--- config.mk ---
export PLATFORM = sky130hd
export DESIGN_NAME = flash_host_ctrl
export DESIGN_NICKNAME = d
export VERILOG_FILES = /design/src/flash_host_pkg.sv /design/src/flash_cycle_gen.sv /design/src/flash_host_ctrl.sv
export SDC_FILE = /design/constraint.sdc
export NUM_CORES = 1
export LEC_CHECK = 0
export CAP_MARGIN = 15
export CORE_MARGIN = 2
export CORE_UTILIZATION = 52
export DETAILED_ROUTE_END_ITERATION = 10
export DONT_BUFFER_PORTS = 1
export PLACE_DENSITY = 0.72
export SLEW_MARGIN = 20
export SYNTH_ARGS = -nofsm -noshare
export SYNTH_HDL_FRONTEND = slang
export SYNTH_SLANG_ARGS = --single-unit
--- constraint.sdc ---
create_clock -name clk_i -period 2.1 [get_ports clk_i]
set_input_delay 0.525 -clock clk_i [delete_from_list [all_inputs] [get_ports clk_i]]
set_output_delay 0.525 -clock clk_i [all_outputs]
set_load 0.005 [all_outputs]
--- src/flash_host_pkg.sv ---
// Purpose: Constants shared by the flash command host controller
// Assumes: Word-mode parallel NOR flash, 25 MHz system clock
// Notes:   Command codes and unlock addresses of the flash command set
package flash_host_pkg;

   // ------------------------------------------------------------
   // Flash command set
   // ------------------------------------------------------------
   localparam logic [21:0] UNLOCK_ADDR_1    = 22'h000555;
   localparam logic [21:0] UNLOCK_ADDR_2    = 22'h0002AA;
   localparam logic [7:0]  UNLOCK_DATA_1    = 8'hAA;
   localparam logic [7:0]  UNLOCK_DATA_2    = 8'h55;
   localparam logic [7:0]  CMD_AUTOSELECT   = 8'h90;
   localparam logic [7:0]  CMD_PROGRAM      = 8'hA0;
   localparam logic [7:0]  CMD_ERASE_SETUP  = 8'h80;
   localparam logic [7:0]  CMD_CHIP_ERASE   = 8'h10;
   localparam logic [7:0]  CMD_SECTOR_ERASE = 8'h30;
   localparam logic [7:0]  CMD_RESUME       = 8'h30;
   localparam logic [7:0]  CMD_SUSPEND      = 8'hB0;
   localparam logic [7:0]  CMD_RESET        = 8'hF0;

   // ------------------------------------------------------------
   // Sector select field and status bits
   // ------------------------------------------------------------
   localparam int SECTOR_MSB             = 20;
   localparam int SECTOR_LSB             = 12;
   localparam int TIMING_LIMIT_FLAG_BIT  = 5;
   localparam int POLLING_STATUS_BIT     = 7;
   localparam int TOGGLE_STATUS_BIT      = 6;

   // ------------------------------------------------------------
   // Host register map (byte addresses, Avalon word aligned)
   // ------------------------------------------------------------
   localparam logic [3:0] REG_CTRL   = 4'h0;
   localparam logic [3:0] REG_ADDR   = 4'h4;
   localparam logic [3:0] REG_WDATA  = 4'h8;
   localparam logic [3:0] REG_STATUS = 4'hC;

   // Operation codes written to the control register
   localparam logic [3:0] OP_READ         = 4'h0;
   localparam logic [3:0] OP_RESET        = 4'h1;
   localparam logic [3:0] OP_AUTOSELECT   = 4'h2;
   localparam logic [3:0] OP_PROGRAM      = 4'h3;
   localparam logic [3:0] OP_CHIP_ERASE   = 4'h4;
   localparam logic [3:0] OP_SECTOR_ERASE = 4'h5;
   localparam logic [3:0] OP_SUSPEND      = 4'h6;
   localparam logic [3:0] OP_RESUME       = 4'h7;

   // ------------------------------------------------------------
   // Bus timing: cycles of 40 ns
   // ------------------------------------------------------------
   localparam int CLK_PERIOD_NS     = 40;
   localparam int STROBE_TIME_NS    = 80;
   localparam int STROBE_CYCLES     = (STROBE_TIME_NS + CLK_PERIOD_NS - 1) / CLK_PERIOD_NS;
   localparam int SUSPEND_TIME_US   = 20;
   localparam int SUSPEND_CYCLES    = (SUSPEND_TIME_US * 1000 + CLK_PERIOD_NS - 1) / CLK_PERIOD_NS;
   localparam logic [3:0] SEQ_RESET = 4'h0;

endpackage
--- src/flash_cycle_gen.sv ---
// Purpose: Performs one strobed write or read cycle on the flash pins
// Assumes: Start pulse only while idle; strobes active low
// Notes:   Address and data held over the whole strobe
`timescale 1ns/1ps
module flash_cycle_gen
   import flash_host_pkg::*;
#(
   parameter int HOLD_CYCLES = STROBE_CYCLES
) (
   input  wire logic        clk_i,
   input  wire logic        sys_rst_i,
   input  wire logic        start_i,
   input  wire logic        write_i,
   input  wire logic [21:0] addr_i,
   input  wire logic [15:0] data_i,
   input  wire logic [15:0] dq_in_i,
   output logic             done_o,
   output logic [15:0]      rdata_o,
   output logic [21:0]      flash_addr_o,
   output logic [15:0]      dq_out_o,
   output logic             dq_oe_o,
   output logic             chip_sel_n_o,
   output logic             write_n_o,
   output logic             out_en_n_o
);
   initial begin
      if (HOLD_CYCLES < 1 || HOLD_CYCLES > 253) $error("HOLD_CYCLES out of range");
   end

   typedef enum logic [2:0] {
      CY_IDLE  = 3'b001,
      CY_SETUP = 3'b010,
      CY_PULSE = 3'b100
   } cycle_state_t;

   cycle_state_t state_q, state_d;
   logic [7:0]   cnt_q, cnt_d;
   logic         wr_q, wr_d;
   logic         done_q, done_d;
   logic [15:0]  rdata_q, rdata_d;
   logic [21:0]  addr_q, addr_d;
   logic [15:0]  dout_q, dout_d;
   logic         cs_q, cs_d, we_q, we_d, oe_q, oe_d, dqoe_q, dqoe_d;

   // Cycle sequencing: address set up before strobe, data held past it
   always_comb begin
      state_d = state_q;
      cnt_d   = cnt_q;
      wr_d    = wr_q;
      done_d  = 1'b0;
      rdata_d = rdata_q;
      addr_d  = addr_q;
      dout_d  = dout_q;
      cs_d    = cs_q;
      we_d    = we_q;
      oe_d    = oe_q;
      dqoe_d  = dqoe_q;
      unique case (state_q)
         CY_IDLE: begin
            dqoe_d = 1'b0;              // Released one cycle after strobes rise
            if (start_i) begin
               addr_d  = addr_i;        // Stable before later falling strobe
               dout_d  = data_i;
               wr_d    = write_i;
               dqoe_d  = write_i;
               state_d = CY_SETUP;
            end
         end
         CY_SETUP: begin
            cs_d    = 1'b0;
            we_d    = ~wr_q;
            oe_d    = wr_q;
            cnt_d   = 8'(HOLD_CYCLES) + (wr_q ? 8'h00 : 8'h02);  // Reads wait out the pin synchroniser
            state_d = CY_PULSE;
         end
         CY_PULSE: begin
            if (cnt_q > 8'h01) begin
               cnt_d = cnt_q - 8'h01;
            end else begin
               rdata_d = dq_in_i;      // Pins already two-stage synced
               cs_d    = 1'b1;         // Data still driven at rising edge
               we_d    = 1'b1;
               oe_d    = 1'b1;
               done_d  = 1'b1;
               state_d = CY_IDLE;
            end
         end
         default: state_d = CY_IDLE;
      endcase
   end

   // Registers
   always_ff @(posedge clk_i) begin
      if (sys_rst_i) begin
         state_q <= CY_IDLE;
         cnt_q   <= 8'h00;
         wr_q    <= 1'b0;
         done_q  <= 1'b0;
         rdata_q <= 16'h0000;
         addr_q  <= 22'h000000;
         dout_q  <= 16'h0000;
         cs_q    <= 1'b1;
         we_q    <= 1'b1;
         oe_q    <= 1'b1;
         dqoe_q  <= 1'b0;
      end else begin
         state_q <= state_d;
         cnt_q   <= cnt_d;
         wr_q    <= wr_d;
         done_q  <= done_d;
         rdata_q <= rdata_d;
         addr_q  <= addr_d;
         dout_q  <= dout_d;
         cs_q    <= cs_d;
         we_q    <= we_d;
         oe_q    <= oe_d;
         dqoe_q  <= dqoe_d;
      end
   end

   assign done_o       = done_q;
   assign rdata_o      = rdata_q;
   assign flash_addr_o = addr_q;
   assign dq_out_o     = dout_q;
   assign dq_oe_o      = dqoe_q;
   assign chip_sel_n_o = cs_q;
   assign write_n_o    = we_q;
   assign out_en_n_o   = oe_q;

   // Write strobe never low without chip select
   property p_we_with_cs;
      @(posedge clk_i) disable iff (sys_rst_i) !write_n_o |-> !chip_sel_n_o;
   endproperty
   a_we_with_cs: assert property (p_we_with_cs) else $error("write strobe without chip select");

endmodule // flash_cycle_gen

--- src/flash_host_ctrl.sv ---
// Purpose: Host controller that issues flash command sequences
// Assumes: Software orders operations over Avalon-MM registers
// Notes:   Word mode; device keeps its own command state
//
// The implementer's own choices: the address map and register access over Avalon-MM.
`timescale 1ns/1ps
// Operation
// - Timing limit flag: host writes reset
// - Autoselect exits only by reset
// - Autoselect: two unlocks then command
// - Program: four writes, device times itself
// - Timing limit bit high; host resets
// - Chip erase: six writes, ignores commands
// - Sector erase six writes; sector bits
// - Only suspend accepted during sector erase
// - Resume continues erase; suspend allowed again
module flash_host_ctrl
   import flash_host_pkg::*;
#(
   parameter int SUSPEND_WAIT = SUSPEND_CYCLES
) (
   input  wire logic        clk_i,
   input  wire logic        sys_rst_i,
   input  wire logic [3:0]  avs_address_i,
   input  wire logic        avs_read_i,
   input  wire logic        avs_write_i,
   input  wire logic [31:0] avs_writedata_i,
   output logic [31:0]      avs_readdata_o,
   output logic             avs_waitrequest_o,
   input  wire logic [15:0] dq_i,
   output logic [15:0]      dq_o,
   output logic             dq_oe_o,
   output logic [21:0]      flash_addr_o,
   output logic             chip_sel_n_o,
   output logic             write_n_o,
   output logic             out_en_n_o,
   output logic             word_mode_o
);
   initial begin
      if (SUSPEND_WAIT < 8 || SUSPEND_WAIT > 65535) $error("SUSPEND_WAIT out of range");
   end

   // ------------------------------------------------------------
   // State and storage
   // ------------------------------------------------------------
   typedef enum logic [3:0] {
      H_IDLE  = 4'b0001,
      H_ISSUE = 4'b0010,
      H_WAIT  = 4'b0100,
      H_SUSP  = 4'b1000
   } host_state_t;

   host_state_t state_q, state_d;
   logic [3:0]  op_q, op_d;
   logic [3:0]  step_q, step_d;
   logic [15:0] susp_cnt_q, susp_cnt_d;
   logic [21:0] addr_reg_q, addr_reg_d;
   logic [15:0] wdata_q, wdata_d;
   logic [15:0] rdata_q, rdata_d;
   logic        word_q, word_d;
   logic        wait_q, wait_d;
   logic [31:0] bus_rd_q, bus_rd_d;
   logic [15:0] dq_meta_q, dq_sync_q;
   logic        cyc_start, cyc_write, cyc_done;
   logic [21:0] cyc_addr;
   logic [15:0] cyc_data, cyc_rdata;

   // Sequence length of each operation
   function automatic logic [3:0] seq_len(input logic [3:0] op);
      unique case (op)
         OP_PROGRAM:      seq_len = 4'h4;
         OP_CHIP_ERASE,
         OP_SECTOR_ERASE: seq_len = 4'h6;
         OP_AUTOSELECT:   seq_len = 4'h3;
         default:         seq_len = 4'h1;
      endcase
   endfunction

   // Address and data of one bus cycle of a sequence
   function automatic logic [37:0] seq_cycle(input logic [3:0] op, input logic [3:0] step,
                                             input logic [21:0] a, input logic [15:0] d);
      logic [21:0] sa;
      sa = 22'h000000;
      sa[SECTOR_MSB:SECTOR_LSB] = a[SECTOR_MSB:SECTOR_LSB];
      seq_cycle = {UNLOCK_ADDR_1, 8'h00, UNLOCK_DATA_1};
      if (op == OP_READ) begin
         seq_cycle = {a, d};
      end else if (op == OP_RESET || op == OP_SUSPEND || op == OP_RESUME) begin
         // Address is don't care for single-write commands
         seq_cycle = {22'h000000, 8'h00,
                      (op == OP_RESET) ? CMD_RESET :
                      (op == OP_SUSPEND) ? CMD_SUSPEND : CMD_RESUME};
      end else begin
         unique case (step)
            4'h0, 4'h3: seq_cycle = {UNLOCK_ADDR_1, 8'h00, UNLOCK_DATA_1};
            4'h1, 4'h4: seq_cycle = {UNLOCK_ADDR_2, 8'h00, UNLOCK_DATA_2};
            4'h2: seq_cycle = {UNLOCK_ADDR_1, 8'h00,
                               (op == OP_PROGRAM) ? CMD_PROGRAM :
                               (op == OP_AUTOSELECT) ? CMD_AUTOSELECT : CMD_ERASE_SETUP};
            default: begin
               if (op == OP_PROGRAM)
                  seq_cycle = {a, d};
               else if (op == OP_CHIP_ERASE)
                  seq_cycle = {UNLOCK_ADDR_1, 8'h00, CMD_CHIP_ERASE};
               else
                  seq_cycle = {sa, 8'h00, CMD_SECTOR_ERASE};
            end
         endcase
         if (op == OP_PROGRAM && step == 4'h3) seq_cycle = {a, d};
      end
   endfunction

   // ------------------------------------------------------------
   // Pin input synchroniser
   // ------------------------------------------------------------
   always_ff @(posedge clk_i) begin
      if (sys_rst_i) begin
         dq_meta_q <= 16'h0000;
         dq_sync_q <= 16'h0000;
      end else begin
         dq_meta_q <= dq_i;
         dq_sync_q <= dq_meta_q;
      end
   end

   // ------------------------------------------------------------
   // Bus cycle engine
   // ------------------------------------------------------------
   flash_cycle_gen #(.HOLD_CYCLES(STROBE_CYCLES)) u_cycle (
      .clk_i        (clk_i),
      .sys_rst_i    (sys_rst_i),
      .start_i      (cyc_start),
      .write_i      (cyc_write),
      .addr_i       (cyc_addr),
      .data_i       (cyc_data),
      .dq_in_i      (dq_sync_q),
      .done_o       (cyc_done),
      .rdata_o      (cyc_rdata),
      .flash_addr_o (flash_addr_o),
      .dq_out_o     (dq_o),
      .dq_oe_o      (dq_oe_o),
      .chip_sel_n_o (chip_sel_n_o),
      .write_n_o    (write_n_o),
      .out_en_n_o   (out_en_n_o)
   );

   assign cyc_start = (state_q == H_ISSUE);
   assign cyc_write = (op_q != OP_READ);
   assign {cyc_addr, cyc_data} = seq_cycle(op_q, step_q, addr_reg_q, wdata_q);

   // ------------------------------------------------------------
   // Sequencer and register slave
   // ------------------------------------------------------------
   always_comb begin
      state_d    = state_q;
      op_d       = op_q;
      step_d     = step_q;
      susp_cnt_d = susp_cnt_q;
      addr_reg_d = addr_reg_q;
      wdata_d    = wdata_q;
      rdata_d    = rdata_q;
      word_d     = word_q;
      wait_d     = 1'b1;
      bus_rd_d   = bus_rd_q;
      // Registers accept access only when sequencer is idle
      if ((avs_read_i || avs_write_i) && wait_q && state_q == H_IDLE) begin
         wait_d = 1'b0;
         if (avs_write_i) begin
            unique case (avs_address_i)
               REG_CTRL: begin
                  op_d    = avs_writedata_i[3:0];
                  word_d  = avs_writedata_i[8];
                  step_d  = SEQ_RESET;
                  state_d = H_ISSUE;
               end
               REG_ADDR:  addr_reg_d = avs_writedata_i[21:0];
               REG_WDATA: wdata_d    = avs_writedata_i[15:0];
               default: ;
            endcase
         end else begin
            unique case (avs_address_i)
               REG_CTRL:   bus_rd_d = {23'h000000, word_q, 4'h0, op_q};
               REG_ADDR:   bus_rd_d = {10'h000, addr_reg_q};
               REG_WDATA:  bus_rd_d = {16'h0000, wdata_q};
               REG_STATUS: bus_rd_d = {13'h0000, rdata_q[TIMING_LIMIT_FLAG_BIT],
                                       rdata_q[TOGGLE_STATUS_BIT], rdata_q[POLLING_STATUS_BIT],
                                       rdata_q};
               default:    bus_rd_d = 32'h00000000;
            endcase
         end
      end
      unique case (state_q)
         H_IDLE: ;
         H_ISSUE: state_d = H_WAIT;
         H_WAIT: begin
            if (cyc_done) begin
               if (op_q == OP_READ) rdata_d = cyc_rdata;
               if (step_q + 4'h1 < seq_len(op_q)) begin
                  step_d  = step_q + 4'h1;
                  state_d = H_ISSUE;
               end else if (op_q == OP_SUSPEND) begin
                  susp_cnt_d = 16'(SUSPEND_WAIT);
                  state_d    = H_SUSP;
               end else begin
                  state_d = H_IDLE;
               end
            end
         end
         H_SUSP: begin
            // Hold off until erase has surely halted
            if (susp_cnt_q > 16'h0001) susp_cnt_d = susp_cnt_q - 16'h0001;
            else state_d = H_IDLE;
         end
         default: state_d = H_IDLE;
      endcase
   end

   always_ff @(posedge clk_i) begin
      if (sys_rst_i) begin
         state_q    <= H_IDLE;
         op_q       <= OP_READ;
         step_q     <= SEQ_RESET;
         susp_cnt_q <= 16'h0000;
         addr_reg_q <= 22'h000000;
         wdata_q    <= 16'h0000;
         rdata_q    <= 16'h0000;
         word_q     <= 1'b1;
         wait_q     <= 1'b1;
         bus_rd_q   <= 32'h00000000;
      end else begin
         state_q    <= state_d;
         op_q       <= op_d;
         step_q     <= step_d;
         susp_cnt_q <= susp_cnt_d;
         addr_reg_q <= addr_reg_d;
         wdata_q    <= wdata_d;
         rdata_q    <= rdata_d;
         word_q     <= word_d;
         wait_q     <= wait_d;
         bus_rd_q   <= bus_rd_d;
      end
   end

   assign avs_readdata_o    = bus_rd_q;
   assign avs_waitrequest_o = wait_q;
   assign word_mode_o       = word_q;

   // ------------------------------------------------------------
   // Checks
   // ------------------------------------------------------------
   property p_reset_cmd;
      @(posedge clk_i) disable iff (sys_rst_i)
         (state_q == H_ISSUE && op_q == OP_RESET) |-> cyc_data == {8'h00, CMD_RESET};
   endproperty
   a_reset_cmd: assert property (p_reset_cmd) else $error("reset command byte wrong");

   property p_autoselect_cmd;
      @(posedge clk_i) disable iff (sys_rst_i)
         (state_q == H_ISSUE && op_q == OP_AUTOSELECT && step_q == 4'h2)
            |-> cyc_data[7:0] == CMD_AUTOSELECT && cyc_addr == UNLOCK_ADDR_1;
   endproperty
   a_autoselect_cmd: assert property (p_autoselect_cmd) else $error("autoselect cycle wrong");

   property p_program_last;
      @(posedge clk_i) disable iff (sys_rst_i)
         (state_q == H_ISSUE && op_q == OP_PROGRAM && step_q == 4'h3)
            |-> cyc_addr == addr_reg_q && cyc_data == wdata_q;
   endproperty
   a_program_last: assert property (p_program_last) else $error("program data cycle wrong");

   property p_unlock_first;
      @(posedge clk_i) disable iff (sys_rst_i)
         (state_q == H_ISSUE && step_q == 4'h0 && seq_len(op_q) > 4'h1)
            |-> cyc_addr == UNLOCK_ADDR_1 && cyc_data[7:0] == UNLOCK_DATA_1;
   endproperty
   a_unlock_first: assert property (p_unlock_first) else $error("first unlock wrong");

   property p_chip_erase_last;
      @(posedge clk_i) disable iff (sys_rst_i)
         (state_q == H_ISSUE && op_q == OP_CHIP_ERASE && step_q == 4'h5)
            |-> cyc_data[7:0] == CMD_CHIP_ERASE;
   endproperty
   a_chip_erase_last: assert property (p_chip_erase_last) else $error("chip erase cmd wrong");

   property p_sector_addr;
      @(posedge clk_i) disable iff (sys_rst_i)
         (state_q == H_ISSUE && op_q == OP_SECTOR_ERASE && step_q == 4'h5)
            |-> cyc_addr[SECTOR_MSB:SECTOR_LSB] == addr_reg_q[SECTOR_MSB:SECTOR_LSB]
                && cyc_data[7:0] == CMD_SECTOR_ERASE;
   endproperty
   a_sector_addr: assert property (p_sector_addr) else $error("sector erase cycle wrong");

   property p_suspend_hold;
      @(posedge clk_i) disable iff (sys_rst_i)
         $rose(state_q == H_SUSP) |-> (state_q == H_SUSP)[*8];
   endproperty
   a_suspend_hold: assert property (p_suspend_hold) else $error("suspend wait too short");

   property p_resume_cmd;
      @(posedge clk_i) disable iff (sys_rst_i)
         (state_q == H_ISSUE && op_q == OP_RESUME) |-> cyc_data[7:0] == CMD_RESUME;
   endproperty
   a_resume_cmd: assert property (p_resume_cmd) else $error("resume command wrong");

endmodule // flash_host_ctrl

==> flow_metrics.env <==
export IMPL_status="finished, final reports clean"
export IMPL_async_reset_ff_share_pct=0
export IMPL_hold_end="step_q[1]$_SDFF_PP0_"
export IMPL_holdBufCountCts=0
export IMPL_synth_simple_gate_area_share_pct=23.4
export IMPL_max_vdd_ir_drop_mv=0.626
export IMPL_crit_chain="buf_6 -> ha_2 -> inv_1 -> nand2_1 -> nand2_1 -> ha_1 -> a21oi_2 -> o211a_1 -> nor2_2 -> a31o_2"
export IMPL_setup_worst_path_start_class="register"
export IMPL_num_vias=7024
export IMPL_detailedRoute_firstIterationViolations=636
export IMPL_final_gp_congestion=0.888
export IMPL_syn_area_per_cell_um2=8.43
export IMPL_fp_dieH_um=133
export IMPL_synth_top_flop_cell="sky130_fd_sc_hd__dfxtp_1"
export IMPL_dpl_cell_area_mm2=0.00910
export IMPL_synth_edff_count=0
export IMPL_worst_setup_hold_path_clk_slew_ns=0.06
export IMPL_design_core_area_mm2=0.0165
export IMPL_io_pins=132
export IMPL_worst_path_max_delay_cell="sky130_fd_sc_hd__dfxtp_2"
export IMPL_critical_path_peak_fanout=8
export IMPL_final_tns_setup_ns=0
export IMPL_drv_max_cap_violation_count=0
export IMPL_share_of_post_route_cells_with_drive_strength_above_1_pct=13.6
export IMPL_yosys_area_share_adder_pct=1.44
export IMPL_routed_wl_mm=20.7
export IMPL_detailedPlacementHpwl_mm=14.5
export IMPL_worst_r2r_endpoint="step_q[0]$_SDFF_PP0_"
export IMPL_pin_count_of_the_biggest_net_entering_global_routing=175
export IMPL_power_per_cell_area_mw_per_mm2=797
export IMPL_cts_sink_count=209
export IMPL_distinct_cell_type_count_after_synthesis=71
export IMPL_post_route_min_period_ns=2.03
export IMPL_cts_max_path_buffers=3
export IMPL_timing_worst_setup_path_type="reg2reg"
export IMPL_reg2reg_setup_slack_ns=0.07
export IMPL_path_delay_family="compound AO/OA/AOI/OAI gates"
export IMPL_final_net_count=1102
export IMPL_core_rowCount=47
export IMPL_rr_startpoint="step_q[0]$_SDFF_PP0_"
export IMPL_p_sw_share_pct=21.0
export IMPL_synth_top_family_by_area="simple AND/OR/NAND/NOR gates"
export IMPL_critPathMaxStageDelay_ns=0.34
export IMPL_final_antenna_net_count=0
export IMPL_fp_dieArea_mm2=0.0178
export IMPL_critical_path_most_common_cell="sky130_fd_sc_hd__nand2_1"
export IMPL_setup_violations_final=0
export IMPL_worst_ep_arrival_time_ns=2.41
export IMPL_area_delta_synth_final_pct=13.1
export IMPL_worst_hold_path_num_cells=1
export IMPL_internal_power_mw=6.21
export IMPL_grt_first_pass_wirelength_mm=34.0
export IMPL_gr_usage_all_layers_pct=23.3
export IMPL_p_leak_nw=3.42
export IMPL_maxSlewViolCount=0
export IMPL_worstSetupEndpointType="register"
export IMPL_floorplan_die_width_um=133
export IMPL_ctsHtreeMaxLevel=1
export IMPL_count_of_endpoints_failing_hold_in_the_final_timing_report=0
export IMPL_sequential_share_of_the_synthesized_area_pct=48.0
export IMPL_diodes=0
export IMPL_clock_network_fraction_of_design_power_pct=46.7
export IMPL_netlist_area_leader_share_pct=48.0
export IMPL_hold_path_class="in2reg"
export IMPL_total_power_mw=7.86
export IMPL_m1WireLength_mm=9.29
export IMPL_comb_power_share_pct=2.1
export IMPL_drc=0
export IMPL_ctsRootBufferMaster="sky130_fd_sc_hd__clkbuf_16"
export IMPL_timing_clock_skew_ns=0.0130
export IMPL_share_seq_of_total_power_pct=51.2
export IMPL_route_top_layer_used="met4"
export IMPL_reg2reg_depth=10
export IMPL_ys_seq_elements=209
export IMPL_synth_top_cell_by_area="sky130_fd_sc_hd__dfxtp_1"
export IMPL_routed_via_count_divided_by_cell_count=5.53
export IMPL_grt_remaining_overflow=0
export IMPL_hold_path_startpoint="sys_rst_i"
export IMPL_met2WireLength_mm=8.92
export IMPL_yosys_area_share_xor_xnor_pct=2.01
export IMPL_io_buffer_count=0
export IMPL_tritoncts="done"
export IMPL_yosys_warnings=0
export IMPL_cts_buffers=21
export IMPL_synthesis_area_mm2=0.00871
export IMPL_switching_power_mw=1.65
export IMPL_crit_required_ns=2.48
export IMPL_worst_skew_late_latency_ns=0.49
export IMPL_netlist_instances=1034
export IMPL_cts_post_setup_buffers_inserted=0
export IMPL_most_area_consuming_cells_after_synthesis="sky130_fd_sc_hd__dfxtp_1 48%, sky130_fd_sc_hd__nand2_1 8.8%, sky130_fd_sc_hd__a21oi_1 8.4%"
export IMPL_post_synth_mux_area_share_pct=3.98
export IMPL_finalCritPeriodShare_pct=96.6
export IMPL_max_freq_mhz=493
export IMPL_final_area_mm2=0.00986
export IMPL_initial_utilization_pct=52.9
export IMPL_antenna_found_initial=0
export IMPL_wl_per_cell_um=16.3
export IMPL_timing_critical_path_buf_inv=2
export IMPL_met3_wirelength_mm=2.01
export IMPL_grt_pass1_vias=6412
export IMPL_area_fraction_in_compound_gates_after_synthesis_pct=15.9
export IMPL_drt_pre_antenna_iters=6
[cells in the final DEF (no fill, tap or decap), drive strengths merged, types with 6 or more instances in the layout]
cell	n
dfxtp	209
nand2	205
a21oi	147
nor2	71
buf	50
nor2b	39
nand3	33
o21ai	32
nor3	31
clkbuf	24
xnor2	14
inv	14
mux2i	11
mux2	11
a22oi	11
conb	10
ha	10
nor4	9
a31oi	7
or2	6
o31ai	6
nand4	6
xor2	6
a211oi	6
clkinv	6
[synth_stat cells (3+ instances only)]
master                      number
sky130_fd_sc_hd__dfxtp_1       209
sky130_fd_sc_hd__nand2_1       205
sky130_fd_sc_hd__a21oi_1       147
sky130_fd_sc_hd__nor2_1         70
sky130_fd_sc_hd__clkbuf_1       47
sky130_fd_sc_hd__nor2b_1        39
sky130_fd_sc_hd__nand3_1        33
sky130_fd_sc_hd__nor3_1         30
sky130_fd_sc_hd__o21ai_0        29
sky130_fd_sc_hd__inv_1          14
sky130_fd_sc_hd__xnor2_1        14
sky130_fd_sc_hd__buf_2          13
sky130_fd_sc_hd__a22oi_1        11
sky130_fd_sc_hd__mux2_2         11
sky130_fd_sc_hd__mux2i_1        11
sky130_fd_sc_hd__buf_4          10
sky130_fd_sc_hd__ha_1           10
sky130_fd_sc_hd__nor4_1          9
sky130_fd_sc_hd__a211oi_1        6
sky130_fd_sc_hd__a31oi_1         6
sky130_fd_sc_hd__nand4_1         6
sky130_fd_sc_hd__o31ai_1         6
sky130_fd_sc_hd__or2_2           6
sky130_fd_sc_hd__xor2_1          6
sky130_fd_sc_hd__mux4_2          5
sky130_fd_sc_hd__nand2b_1        5
sky130_fd_sc_hd__a31o_2          4
sky130_fd_sc_hd__nor3b_1         4
sky130_fd_sc_hd__o211ai_1        4
sky130_fd_sc_hd__buf_1           3
sky130_fd_sc_hd__o2111ai_1       3
sky130_fd_sc_hd__o21bai_1        3
sky130_fd_sc_hd__o32ai_1         3
sky130_fd_sc_hd__or3_1           3
[worst register-to-register path: stages, from the launching register on]
cell and delay (ns):
sky130_fd_sc_hd__dfxtp_2 0.34, sky130_fd_sc_hd__buf_6 0.15, sky130_fd_sc_hd__ha_2 0.21, sky130_fd_sc_hd__inv_1 0.08, sky130_fd_sc_hd__nand2_1 0.12, sky130_fd_sc_hd__nand2_1 0.07, sky130_fd_sc_hd__ha_1 0.20, sky130_fd_sc_hd__a21oi_2 0.20
sky130_fd_sc_hd__o211a_1 0.25, sky130_fd_sc_hd__nor2_2 0.07, sky130_fd_sc_hd__a31o_2 0.25
[layout make-up]
type	instances	area, um^2
Clock inverter	13	135
Fill cell	1463	6610
Multi-Input combinational cell	740	4230
Clock buffer	24	547
Tap cell	220	275
Inverter	14	52.6
Timing Repair Buffer	50	429
Sequential cell	209	4190
[stage by stage]
step	utilization (%)	hold WS (ns)	setup slack, ns	cells
finish	59.9	0.108	0.0718	1270
global route	59.9	0.0886	-0.00144	1270
CTS	59.5	0.102	0.0139	1270
detailed placement	55.3	0.422	-0.0371	1233
global placement	55.3	0.421	0.0148	1233
floorplan	-	0.414	-0.0205	1043
[how the worst max path moves through the flow]
stage                              start                          end  slack [ns]  cells after the start
floorplan           op_q[1]$_SDFFE_PP0P_   susp_cnt_q[1]$_SDFFE_PP0P_       -0.02                     11
global placement    op_q[2]$_SDFFE_PP0P_  susp_cnt_q[15]$_SDFFE_PP0P_        0.01                      9
detailed placement  step_q[1]$_SDFF_PP0_   susp_cnt_q[7]$_SDFFE_PP0P_       -0.04                      8
CTS                 op_q[2]$_SDFFE_PP0P_   susp_cnt_q[7]$_SDFFE_PP0P_        0.01                      9
global route        op_q[1]$_SDFFE_PP0P_         step_q[0]$_SDFF_PP0_      -0.001                      9
finish              step_q[0]$_SDFF_PP0_         step_q[0]$_SDFF_PP0_        0.07                     10
[power by group through the flow]
| stage | clock [mW] | combinational (mW) | sequential, mW |
|---|---|---|---|
| after floorplan | 0 | 0.192 | 4.10 |
| after global placement | 0 | 0.162 | 4.11 |
| after detailed placement | 0 | 0.164 | 4.11 |
| after CTS | 3.74 | 0.165 | 4.02 |
| after global routing | 3.90 | 0.187 | 4.02 |
| final | 3.67 | 0.168 | 4.02 |
[cells by family (layout without fill, tap and decap cells)]
logic type	count (synthesis)	after routing
other cells	1	10
xor+xnor	20	20
mux	27	27
fa+ha+maj	10	10
simple gates	435	435
flops	209	209
buf+inv	94	101
compound gates	238	238
[per-layer routing]
layer | track usage [%] | vias to the layer above
met2 | 34.5 | 267
met5 | 0 | -
li1 | - | 3522
met4 | 6.62 | 0
met1 | 33.3 | 3198
met3 | 6.39 | 37
[what timing repair did]
item,4_1_cts,5_1_grt
gates resized for setup,3,12
pin swaps,1,4
setup endpoints to repair,17,31
No activity file was read; power rests on OpenSTA's default activity.
